`src/hdl/txq_pkg.sv`:
```
package txq_pkg;
	// ----------------------------------------
	// widths
	// ----------------------------------------
	localparam int ADDR_W = 8;
	localparam int DATA_W = 32;
	localparam int REG_W = 16;
	localparam int OFF_W = 13;
	localparam int BASE_W = 10;
	localparam int QADDR_W = 24;
	localparam int CIRC_W = 10;
	localparam int GFC_W = 4;
	localparam int CNT_W = 4;
	localparam int BURST_W = 8;
	localparam int IRQ_W = 4;
	localparam int CLK_HZ = 40000000;
	// ----------------------------------------
	// register byte offsets
	// ----------------------------------------
	localparam logic [ADDR_W-1:0] REG_BASE = 8'h00;
	localparam logic [ADDR_W-1:0] REG_FETCH = 8'h04;
	localparam logic [ADDR_W-1:0] REG_RSTART = 8'h08;
	localparam logic [ADDR_W-1:0] REG_REND = 8'h0C;
	localparam logic [ADDR_W-1:0] REG_FILL = 8'h10;
	localparam logic [ADDR_W-1:0] REG_DRAIN = 8'h14;
	localparam logic [ADDR_W-1:0] REG_CONG = 8'h18;
	localparam logic [ADDR_W-1:0] REG_RATE = 8'h1C;
	localparam logic [ADDR_W-1:0] REG_ISTAT = 8'h20;
	localparam logic [ADDR_W-1:0] REG_ICLR = 8'h24;
	localparam logic [ADDR_W-1:0] REG_IEN = 8'h28;
	// ----------------------------------------
	// field positions
	// ----------------------------------------
	localparam int BIT_AUTO = 15;
	localparam int BIT_EMPTY = 14;
	localparam int BIT_FULL = 13;
	localparam int BIT_TRANS = 13;
	localparam int BIT_CE = 14;
	localparam int GFC_LSB = 10;
	localparam int RX_CNT_LSB = 12;
	localparam int TX_CNT_LSB = 8;
	localparam int IRQ_RX = 0;
	localparam int IRQ_TX = 1;
	localparam int IRQ_CONG = 2;
	localparam int IRQ_OVF = 3;
	// ----------------------------------------
	// reset values and responses
	// ----------------------------------------
	localparam logic [BASE_W-1:0] RST_BASE = 10'h000;
	localparam logic [OFF_W-1:0] RST_OFF = 13'h0000;
	localparam logic [REG_W-1:0] RST_RATE = 16'h1100;
	localparam logic [1:0] RESP_OKAY = 2'h0;
	localparam logic [1:0] RESP_SLVERR = 2'h2;
endpackage : txq_pkg

```
`src/hdl/queue_pointer.sv`:
```
`timescale 1ns/10ps
module queue_pointer #(
	parameter int W = 13
) (
	// clock and reset
	input wire logic clk,
	input wire logic rst,
	// bounds
	input wire logic [W-1:0] first,
	input wire logic [W-1:0] last,
	// control
	input wire logic advance,
	input wire logic load,
	input wire logic [W-1:0] loadValue,
	// state
	output logic [W-1:0] ptr
);
	generate
		if (W < 2) begin : g_bad_width
			$error("queue_pointer width too small");
		end
	endgenerate

	logic [W-1:0] ptr_ff;
	logic [W-1:0] nxt_ptr;

	// load wins over advance; wrap from last back to first
	assign nxt_ptr = load ? loadValue :
		(advance ? ((ptr_ff == last) ? first : W'(ptr_ff + 1'b1)) : ptr_ff);
	assign ptr = ptr_ff;

	always_ff @(posedge clk or posedge rst) begin
		if (rst) begin
			ptr_ff <= '0;
		end else begin
			ptr_ff <= nxt_ptr;
		end
	end
endmodule : queue_pointer

```
`src/hdl/tx_queue_regs.sv`:
```
// The implementer's own choices: the address map and the AXI4-Lite slave port.
`timescale 1ns/10ps
// Contract
// - queue address is base above offset shifted left by one.
// - address bit zero of every queue address is always zero.
// - device advances its pending fetch pointer while fetching requests.
// - device pointer moving during a read sets the transition flag.
// - release queue spans first to last offset, wrapping between them.
// - finished packet descriptor is written at fill pointer, then pointer advances.
// - host pointer write with top bit set increments, ignoring the value.
// - empty flag when pointers match and queue holds nothing.
// - full flag when pointers match and queue is completely occupied.
// - latest congestion and flow status change recorded with circuit reference.
// - flow status field captured only in user-network mode.
module tx_queue_regs (
	// clock and reset
	input wire logic clk,
	input wire logic rst,
	// register bus, write side
	input wire logic [txq_pkg::ADDR_W-1:0] awaddr,
	input wire logic [2:0] awprot,
	input wire logic awvalid,
	output logic awready,
	input wire logic [txq_pkg::DATA_W-1:0] wdata,
	input wire logic [3:0] wstrb,
	input wire logic wvalid,
	output logic wready,
	output logic [1:0] bresp,
	output logic bvalid,
	input wire logic bready,
	// register bus, read side
	input wire logic [txq_pkg::ADDR_W-1:0] araddr,
	input wire logic [2:0] arprot,
	input wire logic arvalid,
	output logic arready,
	output logic [txq_pkg::DATA_W-1:0] rdata,
	output logic [1:0] rresp,
	output logic rvalid,
	input wire logic rready,
	// pending queue fetch engine
	input wire logic [txq_pkg::OFF_W-1:0] pendFirst,
	input wire logic [txq_pkg::OFF_W-1:0] pendLast,
	input wire logic fetchAdvance,
	output logic [txq_pkg::QADDR_W-1:0] fetchAddr,
	// transmit completion and release queue write
	input wire logic txDoneValid,
	input wire logic [txq_pkg::REG_W-1:0] txDoneDesc,
	input wire logic txDoneIoc,
	output logic relWrEn,
	output logic [txq_pkg::QADDR_W-1:0] relWrAddr,
	output logic [txq_pkg::REG_W-1:0] relWrData,
	// receive completion
	input wire logic rxBufferDone,
	// congestion and flow status change
	input wire logic cgValid,
	input wire logic cgCe,
	input wire logic [txq_pkg::GFC_W-1:0] cgGfc,
	input wire logic [txq_pkg::CIRC_W-1:0] cgCircuit,
	input wire logic uniMode,
	// dma burst control
	input wire logic dmaCycle,
	output logic dmaRelease,
	// interrupt
	output logic irq
);
	import txq_pkg::*;

	// ----------------------------------------
	// state
	// ----------------------------------------
	logic [BASE_W-1:0] base_ff;
	logic [OFF_W-1:0] relFirst_ff;
	logic [OFF_W-1:0] relLast_ff;
	logic [REG_W-1:0] rate_ff;
	logic [REG_W-1:0] cong_ff;
	logic [IRQ_W-1:0] istat_ff;
	logic [IRQ_W-1:0] ien_ff;
	logic lastFill_ff;
	logic [CNT_W-1:0] rxCnt_ff;
	logic [CNT_W-1:0] txCnt_ff;
	logic [BURST_W-1:0] burstCnt_ff;
	logic awHeld_ff;
	logic wHeld_ff;
	logic [ADDR_W-1:0] awAddr_ff;
	logic [DATA_W-1:0] wData_ff;
	logic [3:0] wStrb_ff;
	logic awready_ff;
	logic wready_ff;
	logic bvalid_ff;
	logic [1:0] bresp_ff;
	logic arready_ff;
	logic rvalid_ff;
	logic [DATA_W-1:0] rdata_ff;
	logic [1:0] rresp_ff;
	logic irq_ff;
	logic [QADDR_W-1:0] fetchAddr_ff;
	logic relWrEn_ff;
	logic [QADDR_W-1:0] relWrAddr_ff;
	logic [REG_W-1:0] relWrData_ff;
	logic dmaRelease_ff;
	logic [OFF_W-1:0] fetchPtr;
	logic [OFF_W-1:0] fillPtr;
	logic [OFF_W-1:0] drainPtr;

	// ----------------------------------------
	// helpers
	// ----------------------------------------
	function automatic logic isReg(input logic [ADDR_W-1:0] a, input logic [ADDR_W-1:0] off);
		return a[ADDR_W-1:2] == off[ADDR_W-1:2];
	endfunction : isReg

	function automatic logic [QADDR_W-1:0] queueAddr(input logic [BASE_W-1:0] b,
		input logic [OFF_W-1:0] o);
		return {b, o, 1'b0};
	endfunction : queueAddr

	// a limit of zero acts as one so the interrupt never goes silent
	function automatic logic countHit(input logic [CNT_W-1:0] cnt, input logic [CNT_W-1:0] lim);
		logic [CNT_W:0] need;
		need = (lim == '0) ? (CNT_W+1)'(1) : {1'b0, lim};
		return ({1'b0, cnt} + (CNT_W+1)'(1)) >= need;
	endfunction : countHit

	function automatic logic [REG_W-1:0] mergeWord(input logic [REG_W-1:0] old,
		input logic [DATA_W-1:0] d, input logic [3:0] s);
		return {s[1] ? d[15:8] : old[15:8], s[0] ? d[7:0] : old[7:0]};
	endfunction : mergeWord

	// ----------------------------------------
	// bus decode
	// ----------------------------------------
	wire awTake = awvalid && awready_ff;
	wire wTake = wvalid && wready_ff;
	wire wrFire = awHeld_ff && wHeld_ff && !bvalid_ff;
	wire arTake = arvalid && arready_ff;
	wire wHitBase = isReg(awAddr_ff, REG_BASE);
	wire wHitRstart = isReg(awAddr_ff, REG_RSTART);
	wire wHitRend = isReg(awAddr_ff, REG_REND);
	wire wHitDrain = isReg(awAddr_ff, REG_DRAIN);
	wire wHitRate = isReg(awAddr_ff, REG_RATE);
	wire wHitIclr = isReg(awAddr_ff, REG_ICLR);
	wire wHitIen = isReg(awAddr_ff, REG_IEN);
	wire wHitRo = isReg(awAddr_ff, REG_FETCH) || isReg(awAddr_ff, REG_FILL) ||
		isReg(awAddr_ff, REG_CONG) || isReg(awAddr_ff, REG_ISTAT);
	wire wrMapped = wHitBase || wHitRstart || wHitRend || wHitDrain || wHitRate ||
		wHitIclr || wHitIen || wHitRo;
	wire [REG_W-1:0] wrOld = ({REG_W{wHitBase}} & {{(REG_W-BASE_W){1'b0}}, base_ff}) |
		({REG_W{wHitRstart}} & {3'b000, relFirst_ff}) |
		({REG_W{wHitRend}} & {3'b000, relLast_ff}) |
		({REG_W{wHitDrain}} & {3'b000, drainPtr}) |
		({REG_W{wHitRate}} & rate_ff) |
		({REG_W{wHitIen}} & {{(REG_W-IRQ_W){1'b0}}, ien_ff});
	wire [REG_W-1:0] wrVal = mergeWord(wrOld, wData_ff, wStrb_ff);

	wire rHitBase = isReg(araddr, REG_BASE);
	wire rHitFetch = isReg(araddr, REG_FETCH);
	wire rHitRstart = isReg(araddr, REG_RSTART);
	wire rHitRend = isReg(araddr, REG_REND);
	wire rHitFill = isReg(araddr, REG_FILL);
	wire rHitDrain = isReg(araddr, REG_DRAIN);
	wire rHitCong = isReg(araddr, REG_CONG);
	wire rHitRate = isReg(araddr, REG_RATE);
	wire rHitIstat = isReg(araddr, REG_ISTAT);
	wire rHitIclr = isReg(araddr, REG_ICLR);
	wire rHitIen = isReg(araddr, REG_IEN);
	wire rdMapped = rHitBase || rHitFetch || rHitRstart || rHitRend || rHitFill ||
		rHitDrain || rHitCong || rHitRate || rHitIstat || rHitIclr || rHitIen;

	// ----------------------------------------
	// queue behaviour
	// ----------------------------------------
	wire ptrMatch = fillPtr == drainPtr;
	wire relFull = ptrMatch && lastFill_ff;
	wire relEmpty = ptrMatch && !lastFill_ff;
	// a full queue refuses the descriptor and raises the overflow event instead
	wire relFire = txDoneValid && !relFull;
	wire drainWr = wrFire && wHitDrain;
	wire drainAdv = drainWr && wrVal[BIT_AUTO];
	wire drainLoad = drainWr && !wrVal[BIT_AUTO];

	// pointer moving in the sample cycle may be torn on the host side
	wire [REG_W-1:0] rdValue = ({REG_W{rHitBase}} & {{(REG_W-BASE_W){1'b0}}, base_ff}) |
		({REG_W{rHitFetch}} & {2'b00, fetchAdvance, fetchPtr}) |
		({REG_W{rHitRstart}} & {3'b000, relFirst_ff}) |
		({REG_W{rHitRend}} & {3'b000, relLast_ff}) |
		({REG_W{rHitFill}} & {2'b00, relFire, fillPtr}) |
		({REG_W{rHitDrain}} & {1'b0, relEmpty, relFull, drainPtr}) |
		({REG_W{rHitCong}} & cong_ff) |
		({REG_W{rHitRate}} & rate_ff) |
		({REG_W{rHitIstat}} & {{(REG_W-IRQ_W){1'b0}}, istat_ff}) |
		({REG_W{rHitIen}} & {{(REG_W-IRQ_W){1'b0}}, ien_ff});

	queue_pointer #(.W(OFF_W)) u_fetch (
		.clk(clk),
		.rst(rst),
		.first(pendFirst),
		.last(pendLast),
		.advance(fetchAdvance),
		.load(1'b0),
		.loadValue(RST_OFF),
		.ptr(fetchPtr)
	);

	queue_pointer #(.W(OFF_W)) u_fill (
		.clk(clk),
		.rst(rst),
		.first(relFirst_ff),
		.last(relLast_ff),
		.advance(relFire),
		.load(1'b0),
		.loadValue(RST_OFF),
		.ptr(fillPtr)
	);

	queue_pointer #(.W(OFF_W)) u_drain (
		.clk(clk),
		.rst(rst),
		.first(relFirst_ff),
		.last(relLast_ff),
		.advance(drainAdv),
		.load(drainLoad),
		.loadValue(wrVal[OFF_W-1:0]),
		.ptr(drainPtr)
	);

	// ----------------------------------------
	// interrupt rate, burst cap and events
	// ----------------------------------------
	wire rxEvent = rxBufferDone && countHit(rxCnt_ff, rate_ff[RX_CNT_LSB +: CNT_W]);
	wire txCount = txDoneValid && txDoneIoc;
	wire txEvent = txCount && countHit(txCnt_ff, rate_ff[TX_CNT_LSB +: CNT_W]);
	wire [BURST_W-1:0] burstCap = rate_ff[BURST_W-1:0];
	wire burstHit = dmaCycle && (burstCap != '0) &&
		(BURST_W'(burstCnt_ff + 1'b1) == burstCap);
	wire [IRQ_W-1:0] events = {txDoneValid && relFull, cgValid, txEvent, rxEvent};
	wire [IRQ_W-1:0] clrBits = (wrFire && wHitIclr) ? wrVal[IRQ_W-1:0] : '0;
	// set wins over a clear in the same cycle
	wire [IRQ_W-1:0] nxt_istat = (istat_ff & ~clrBits) | events;
	wire [REG_W-1:0] nxt_cong = {1'b0, cgCe, uniMode ? cgGfc : 4'h0, cgCircuit};

	// ----------------------------------------
	// bus handshake
	// ----------------------------------------
	always_ff @(posedge clk or posedge rst) begin
		if (rst) begin
			awHeld_ff <= 1'b0;
			wHeld_ff <= 1'b0;
			awAddr_ff <= '0;
			wData_ff <= '0;
			wStrb_ff <= '0;
			awready_ff <= 1'b1;
			wready_ff <= 1'b1;
			bvalid_ff <= 1'b0;
			bresp_ff <= RESP_OKAY;
		end else begin
			if (awTake) begin
				awHeld_ff <= 1'b1;
				awAddr_ff <= awaddr;
				awready_ff <= 1'b0;
			end
			if (wTake) begin
				wHeld_ff <= 1'b1;
				wData_ff <= wdata;
				wStrb_ff <= wstrb;
				wready_ff <= 1'b0;
			end
			if (wrFire) begin
				awHeld_ff <= 1'b0;
				wHeld_ff <= 1'b0;
				bvalid_ff <= 1'b1;
				bresp_ff <= wrMapped ? RESP_OKAY : RESP_SLVERR;
			end
			if (bvalid_ff && bready) begin
				bvalid_ff <= 1'b0;
				awready_ff <= 1'b1;
				wready_ff <= 1'b1;
			end
		end
	end

	always_ff @(posedge clk or posedge rst) begin
		if (rst) begin
			arready_ff <= 1'b1;
			rvalid_ff <= 1'b0;
			rdata_ff <= '0;
			rresp_ff <= RESP_OKAY;
		end else begin
			if (arTake) begin
				arready_ff <= 1'b0;
				rvalid_ff <= 1'b1;
				rdata_ff <= {{(DATA_W-REG_W){1'b0}}, rdValue};
				rresp_ff <= rdMapped ? RESP_OKAY : RESP_SLVERR;
			end else if (rvalid_ff && rready) begin
				rvalid_ff <= 1'b0;
				arready_ff <= 1'b1;
			end
		end
	end

	// ----------------------------------------
	// registers and block state
	// ----------------------------------------
	always_ff @(posedge clk or posedge rst) begin
		if (rst) begin
			base_ff <= RST_BASE;
			relFirst_ff <= RST_OFF;
			relLast_ff <= RST_OFF;
			rate_ff <= RST_RATE;
			ien_ff <= '0;
		end else if (wrFire) begin
			if (wHitBase) base_ff <= wrVal[BASE_W-1:0];
			if (wHitRstart) relFirst_ff <= wrVal[OFF_W-1:0];
			if (wHitRend) relLast_ff <= wrVal[OFF_W-1:0];
			if (wHitRate) rate_ff <= wrVal;
			if (wHitIen) ien_ff <= wrVal[IRQ_W-1:0];
		end
	end

	always_ff @(posedge clk or posedge rst) begin
		if (rst) begin
			istat_ff <= '0;
			irq_ff <= 1'b0;
			cong_ff <= '0;
			lastFill_ff <= 1'b0;
			rxCnt_ff <= '0;
			txCnt_ff <= '0;
			burstCnt_ff <= '0;
			dmaRelease_ff <= 1'b0;
		end else begin
			istat_ff <= nxt_istat;
			irq_ff <= |(istat_ff & ien_ff);
			if (cgValid) cong_ff <= nxt_cong;
			// a fill that lands on the drain pointer means full, not empty
			if (relFire) lastFill_ff <= 1'b1;
			else if (drainWr) lastFill_ff <= 1'b0;
			if (rxBufferDone) rxCnt_ff <= rxEvent ? '0 : CNT_W'(rxCnt_ff + 1'b1);
			if (txCount) txCnt_ff <= txEvent ? '0 : CNT_W'(txCnt_ff + 1'b1);
			if (dmaCycle) burstCnt_ff <= burstHit ? '0 : BURST_W'(burstCnt_ff + 1'b1);
			dmaRelease_ff <= burstHit;
		end
	end

	always_ff @(posedge clk or posedge rst) begin
		if (rst) begin
			fetchAddr_ff <= '0;
			relWrEn_ff <= 1'b0;
			relWrAddr_ff <= '0;
			relWrData_ff <= '0;
		end else begin
			fetchAddr_ff <= queueAddr(base_ff, fetchPtr);
			relWrEn_ff <= relFire;
			if (relFire) relWrAddr_ff <= queueAddr(base_ff, fillPtr);
			if (relFire) relWrData_ff <= txDoneDesc;
		end
	end

	assign awready = awready_ff;
	assign wready = wready_ff;
	assign bvalid = bvalid_ff;
	assign bresp = bresp_ff;
	assign arready = arready_ff;
	assign rvalid = rvalid_ff;
	assign rdata = rdata_ff;
	assign rresp = rresp_ff;
	assign irq = irq_ff;
	assign fetchAddr = fetchAddr_ff;
	assign relWrEn = relWrEn_ff;
	assign relWrAddr = relWrAddr_ff;
	assign relWrData = relWrData_ff;
	assign dmaRelease = dmaRelease_ff;
endmodule : tx_queue_regs

```
`config.mk`:
```
export PLATFORM = sky130hd
export DESIGN_NAME = tx_queue_regs
export DESIGN_NICKNAME = d
export VERILOG_FILES = /design/src/hdl/txq_pkg.sv /design/src/hdl/queue_pointer.sv /design/src/hdl/tx_queue_regs.sv
export SDC_FILE = /design/constraint.sdc
export NUM_CORES = 1
export LEC_CHECK = 0
export BUFFER_PORTS_ARGS = -buffer_cell sky130_fd_sc_hd__buf_4
export CORE_AREA = 5 5 167 169
export DETAILED_ROUTE_END_ITERATION = 10
export DIE_AREA = 0 0 172 174
export PLACE_DENSITY = 0.72
export SLEW_MARGIN = 20
export SYNTH_ARGS = -nofsm -noshare
export SYNTH_HDL_FRONTEND = slang
export SYNTH_SLANG_ARGS = --single-unit
```
`constraint.sdc`:
```
create_clock -name clk -period 9.95 [get_ports clk]
set_clock_uncertainty 0.2 [all_clocks]
set_input_delay 1.99 -clock clk [delete_from_list [all_inputs] [get_ports clk]]
set_output_delay 1.99 -clock clk [all_outputs]
set_load 0.005 [all_outputs]
```
# [Word-level counts from Yosys, hierarchy flattened]
# Index checks and enable logic that the tools add are counted.
[word_totals] register_bits=249 in_bits=129 output_inout_bits=108 wordCells=197
[op_classes] n_addsub=8 magnitude_cmp=2 eq_ne=25 n_mux=32 bitwise=34 n_reduce_logical=63
[ops] cell="$or A16 B16 Y16" count=14
[ops] cell="$and A16 B13 Y16" count=5
[ops] cell="$mux W13" count=5
[ops] cell="$eq A13 B13 Y1" count=4
[ops] cell="$and A16 B4 Y16" count=3
[ops] cell="$eq A6 B3 Y1 const B" count=8
[ops] cell="$add A13 B1 Y13 const B" count=3
[ops] cell="$eq A6 B4 Y1 const B" count=6
[ops] cell="$and A16 B10 Y16" count=2
[ops] cell="$and A16 B14 Y16" count=2
[ops] cell="$and A16 B15 Y16" count=2
[ops] cell="$and A16 B16 Y16" count=2
[ops] cell="$eq A6 B2 Y1 const B" count=4
[ops] cell="$mux W4" count=6
[ops] cell="$mux W8" count=3
[ops] cell="$logic_and A1 B1 Y1" count=20
[ops] cell="$logic_or A1 B1 Y1" count=20
[ops] cell="$mux W1" count=16
[ops] cell="$reduce_bool A2 Y1" count=8
[ops] cell="$eq A6 B1 Y1 const B" count=2
[ops] cell="$logic_not A6 Y1" count=2
[ops] cell="$add A4 B1 Y5 const B" count=2
[ops] cell="$ge A5 B4 Y1" count=2
[ops] cell="$reduce_and A2 Y1" count=5
[ops] cell="other kinds (11)" count=18

# [Depth between registers and ports, before layout]
[depth] word_depth=12 depth_mapped=9 depth_no_buf=9

# [Cells and area by module]
# Synthesis repeated with hierarchy kept, for this count alone.
[unflattened] cells_unflattened=1243 area_unflattened_um2=13131.3
[by_module_without_submodules] mod="tx_queue_regs" n_inst=1 cells_each=868 area_per_inst_um2=9719.3 seq_area_each_um2=5161.2
[by_module_without_submodules] mod="queue_pointer" n_inst=3 cells_each=125 area_per_inst_um2=1137.3 seq_area_each_um2=325.3

# [Least setup slack after synthesis]
# OpenSTA, ideal clock, no wires.
[synth_path] path_kind="input port to flip-flop" from="input port araddr[2] (netlist name)" to="register rdata_ff[6] (netlist: rdata[6])" setup_time_ns=0.118 arrival_ns=3.537 t_required_ns=9.632 slack_ns=6.095 stages=6 path_buffers=2 path_cell_list="buf_1 > buf_1 > mux4_2 > a222oi_1 > a21oi_1 > a21o_1"
[synth_via] elab_chain_cells=11 word_cells_on_any_way=29 cone_classes="eq/ne: 9; bitwise: 19; reduce/logical: 1"
[synth_lines] item="start: declaration" line="tx_queue_regs.sv:32" rtl="input wire logic [txq_pkg::ADDR_W-1:0] araddr,"
[synth_lines] item="$eq A6 B1 Y1 or $logic_not A6 Y1 (tied branches)" line="tx_queue_regs.sv:109" rtl="return a[ADDR_W-1:2] == off[ADDR_W-1:2];"
[synth_lines] item="$and A16 B14 Y16 or $and A16 B10 Y16 (tied branches)" line="tx_queue_regs.sv:183, tx_queue_regs.sv:182"
[synth_lines] item="$or A16 B16 Y16" line="tx_queue_regs.sv:182" rtl="wire [REG_W-1:0] rdValue = ({REG_W{rHitBase}} & {{(REG_W-BASE_W){1'b0}}, base_ff}) |"
[synth_lines] item="$or A16 B16 Y16" line="tx_queue_regs.sv:183" rtl="({REG_W{rHitFetch}} & {2'b00, fetchAdvance, fetchPtr}) |"
[synth_lines] item="$or A16 B16 Y16" line="tx_queue_regs.sv:184" rtl="({REG_W{rHitRstart}} & {3'b000, relFirst_ff}) |"
[synth_lines] item="$or A16 B16 Y16" line="tx_queue_regs.sv:185" rtl="({REG_W{rHitRend}} & {3'b000, relLast_ff}) |"
[synth_lines] item="$or A16 B16 Y16" line="tx_queue_regs.sv:186" rtl="({REG_W{rHitFill}} & {2'b00, relFire, fillPtr}) |"
[synth_lines] item="$or A16 B16 Y16" line="tx_queue_regs.sv:187" rtl="({REG_W{rHitDrain}} & {1'b0, relEmpty, relFull, drainPtr}) |"
[synth_lines] item="$or A16 B16 Y16" line="tx_queue_regs.sv:188" rtl="({REG_W{rHitCong}} & cong_ff) |"
[synth_lines] item="$or A16 B16 Y16" line="tx_queue_regs.sv:189" rtl="({REG_W{rHitRate}} & rate_ff) |"
[synth_lines] item="$or A16 B16 Y16 *" line="tx_queue_regs.sv:190" rtl="({REG_W{rHitIstat}} & {{(REG_W-IRQ_W){1'b0}}, istat_ff}) |"
[synth_lines] item="end signal: assignment" line="tx_queue_regs.sv:291" rtl="rdata_ff <= {{(DATA_W-REG_W){1'b0}}, rdValue};"
[synth_lines] item="end: declaration" line="tx_queue_regs.sv:93" rtl="logic [DATA_W-1:0] rdata_ff;"
# Mark *: on every way between the ends. The rest lies on a longest branch, timed or not.
# A chain may end at the register's enable or synchronous reset.

# [Worst setup path after layout]
[layout_path] from="input port araddr[2] (netlist name)" to="register rdata_ff[14] (netlist: rdata[14])"
# Same word-level chain as after synthesis.

==> Flow_metrics.wiki <==
{| class="wikitable"
! Metric !! Value
|-
| Outcome || complete, no violations
|-
| Slew at the pin closest to its max-slew limit || between 0.9 and 1 ns
|-
| Pre-antenna DRT Iters || 6
|-
| Total negative slack for setup checks || 0 ns
|-
| Share of synthesized area occupied by flip-flops and latches || 0.475
|-
| Number of levels the H-tree was split into || 1
|-
| EDFF count, synth || 0
|-
| Remaining global-route overflow || 0
|-
| Detailed Route Iter0 Violations || around 1100
|-
| Initial Util || 0.489
|-
| Number of rows in the core area || 60
|-
| Wire length of the first global-routing pass || just under 60 mm
|-
| Final setup violation count || 0
|-
| Die span in y || 174 um
|-
| Hold Vio Cnt, Final || 0
|-
| Basic-gate share of the synthesized area counting and, or, nand and nor cells || 0.141
|-
| Vias || ~11000
|-
| Xor and xnor fraction of the mapped netlist area || 0.0515
|-
| CP required || 10.20 ns
|-
| Slack of the worst reg-to-reg path || 6.63 ns
|-
| CTS buffer count || 27
|-
| Synth Instances || 1290
|-
| Average detailed-routed wire length per instance || around 21 um
|-
| Number of resized instances in the post-cts repair step || 0
|-
| Setup repair after global routing missed its margin || false
|-
| R2R Path End || u_drain.ptr[0]
|-
| Cts-stage hold buffer count || 0
|-
| Most common flop cell mapped by yosys || dfrtp_1
|-
| Global-route met3 utilization || 0.0418
|-
| Area of the die || 29900 sq um
|-
| Net count of the finished layout || approximately 1600
|-
| Endpoint kind of the worst setup timing path || register
|-
| Yosys warning count || 0
|-
| CTS sink cnt || ~250
|-
| Peak supply drop || around 0.00021 V
|-
| Worst Hold Class || reg -> reg
|-
| Fraction of the cycle the final worst path needs || 0.379
|-
| Number of buffers on the longest clock path || 3
|-
| Layout Area Growth over Synthesis || 18.8%
|-
| R2R cell count || 6
|-
| Power Total || 4.17 mW
|-
| Fraction of final layout cells with drive strength greater than 1 || 0.255
|-
| Adder and majority cell fraction of the synthesized area || 0.0136
|-
| Horizontal extent of the die || around 170 um
|-
| Antenna violations before repair || 0
|-
| Clk Tree Root Cell || clkbuf_16
|-
| Most used routing layer in global routing || met2
|-
| Overall fraction of global-route tracks in use || 0.249
|-
| Mean instance size in the synthesized netlist || approximately 10 sq um
|-
| Clock latency on the worst-skew pair || 0.53 ns
|-
| Time the worst path needs with I/O delays and setup || roughly 3.8 ns
|-
| WHS Endpoint || relWrData[15]
|-
| Final Hold Slack || 0.272 ns
|-
| Largest net degree at the start of global routing || about 120
|-
| Netlist area before placement || roughly 13000 sq um
|-
| Total length of routed wires || 38.2 mm
|-
| Number of antenna repair diodes || 0
|-
| Placement-stage cell area || 14400 sq um
|-
| Maximum net fanout on the critical path || 23
|-
| Number of global-route vias before repair || 10300
|-
| Clock transition at the registers of the reported paths || ~0.06 ns
|-
| Share of synthesized registers carrying an async set or reset || 1.00
|-
| Post-DP HPWL || 27.2 mm
|-
| Num ports || 237
|-
| Post-CTS setup-driven buffer insertion count || 0
|-
| Critical path arrival || 4.02 ns
|-
| Category of the worst setup path launch point || primary input
|-
| Library cells used by synthesis || 71
|-
| Relative max-transition margin || 0.379
|-
| Fraction of the mapped netlist area in compound gates || 0.144
|-
| Reported max-cap violation count || 0
|-
| Number of remaining DRC errors || 0
|-
| Vias per inst || 5.97
|-
| Launch instance of the worst min-delay path || relWrData[15]
|-
| # port buffers || ~190
|-
| Fmax || around 270 MHz
|-
| Power per Cell Area || approximately 270 nW/um^2
|-
| Final instance area || approximately 15000 sq um
|-
| Lkg Pwr || 7.17 nW
|-
| Reg2Reg Launch Point || awAddr_ff[3]
|-
| Number of cells on the worst hold path || 2
|-
| Mux contribution to synthesized area || 0.122
|-
| Number of antenna-violating nets in the routed design || 0
|-
| Clock tree from TritonCTS || done
|-
| Max Transition Viols Final || 0
|-
| Global routing met1 resource utilization || 0.360
|-
| Largest family of logic cells by synthesized area || compound AO/OA/AOI/OAI gates
|-
| Final estimated routing congestion in global placement || around 0.9
|-
| Synth Register Bits || 245
|-
| Kind of critical path || in -> reg
|-
| Placeable Area || approximately 26000 sq um
|-
| Met2 track demand over resource in global routing || 0.380
|}
==> synth_stat cells, drive strengths merged (13+ instances only) <==
| library cell | count | area, sq um |
|---|---|---|
| a221oi | 13 | 114 |
| a21oi | 79 | 395 |
| mux2i | 24 | 240 |
| mux2 | 101 | 1140 |
| nor2 | 50 | 188 |
| buf | 41 | 257 |
| dfrtp | 240 | 6010 |
| nand3 | 43 | 215 |
| ha | 14 | 175 |
| inv | 41 | 154 |
| nor3 | 20 | 105 |
| and3 | 13 | 81.3 |
| a22o | 15 | 131 |
| xor2 | 30 | 263 |
| o21ai | 54 | 270 |
| a22oi | 22 | 165 |
| xnor2 | 46 | 403 |
| nand4 | 15 | 100 |
| clkbuf | 69 | 259 |
| nand2 | 190 | 713 |
==> worst max-delay path, cell delays in order <==
cell and delay (ns):
buf_4 0.28, nor2b_1 0.51, and2_1 0.47, nand4b_1 0.13, or4_1 0.46, a21oi_1 0.16
==> logic make-up (layout without fill, tap and decap cells) <==
family	Yosys count	count (layout)
buffers and inverters	152	287
flip-flops	245	245
AO/OA/AOI/OAI	279	279
AND/OR/NAND/NOR	389	389
multiplexers	134	134
XOR/XNOR	76	76
adder cells (fa/ha/maj)	14	14
other	1	20
==> power breakdown <==
group / internal [mW] / switching [mW] / total [mW]
sequential: 1.28 / 0.508 / 1.79
combinational: 0.645 / 0.683 / 1.33
clock: 0.654 / 0.398 / 1.05
total: 2.58 / 1.59 / 4.17
==> layout by cell type, fill, tap and decap left out, drive strengths merged, types with 9 or more instances in the layout <==
cell     count
dfrtp      240
buf        197
nand2      190
mux2       101
a21oi       79
o21ai       54
nor2        50
xnor2       46
nand3       43
clkbuf      43
inv         41
xor2        30
mux2i       24
a22oi       22
conb        20
nor3        20
a22o        15
nand4       15
ha          14
and3        13
a221oi      13
a31oi       12
a2bb2oi     12
a21o        12
o22ai       12
nor4        12
nand2b      11
nor2b        9
mux4         9
==> stage by stage <==
stage                     cells  worst slack, ns  utilization
after global routing       1785             6.10        0.581
after floorplan            1309             1.04            -
after detailed placement   1737             5.40        0.546
final                      1785             6.18        0.581
after global placement     1737             5.38        0.545
after CTS                  1785             5.93        0.581
==> sequential cells by signal, indices dropped and copies added (netlist names), 2 cells and up <==
register / count
relWrData: 16
burstCnt_ff: 8
rdata: 16
awAddr_ff: 6
u_fetch.ptr: 13
istat_ff: 4
cong_ff: 15
wStrb_ff: 2
relFirst_ff: 13
base_ff: 10
fetchAddr: 23
ien_ff: 4
txCnt_ff: 4
rate_ff: 16
u_fill.ptr: 13
u_drain.ptr: 13
relWrAddr: 23
wData_ff: 16
relLast_ff: 13
rxCnt_ff: 4
==> how the worst max path moves through the flow <==
stage / start / to / slack, ns / cells past startpoint
floorplan: rst / awAddr_ff[2] / 1.04 / 1
global placement: araddr[5] / rdata[9] / 5.38 / 6
detailed placement: araddr[5] / rdata[9] / 5.40 / 6
CTS: araddr[5] / rdata[9] / 5.93 / 6
global route: araddr[5] / rdata[14] / 6.10 / 6
finish: araddr[2] / rdata[14] / 6.18 / 6
==> area by class of cell <==
| type | instances | area, sq um |
|---|---|---|
| Fill cell | 2290 | 11100 |
| Multi-Input combinational cell | 912 | 6210 |
| Sequential cell | 245 | 6140 |
| Timing Repair Buffer | 197 | 1480 |
| Clock buffer | 43 | 806 |
| Tap cell | 341 | 427 |
| Inverter | 42 | 165 |
| Clock inverter | 5 | 128 |
==> per-layer routing <==
metal	wire, um	part of all wire
met1	16100	0.42
met2	17500	0.46
met3	3260	0.085
met4	1330	0.035
met5	0	0
Power figures use the tool's default switching activity.
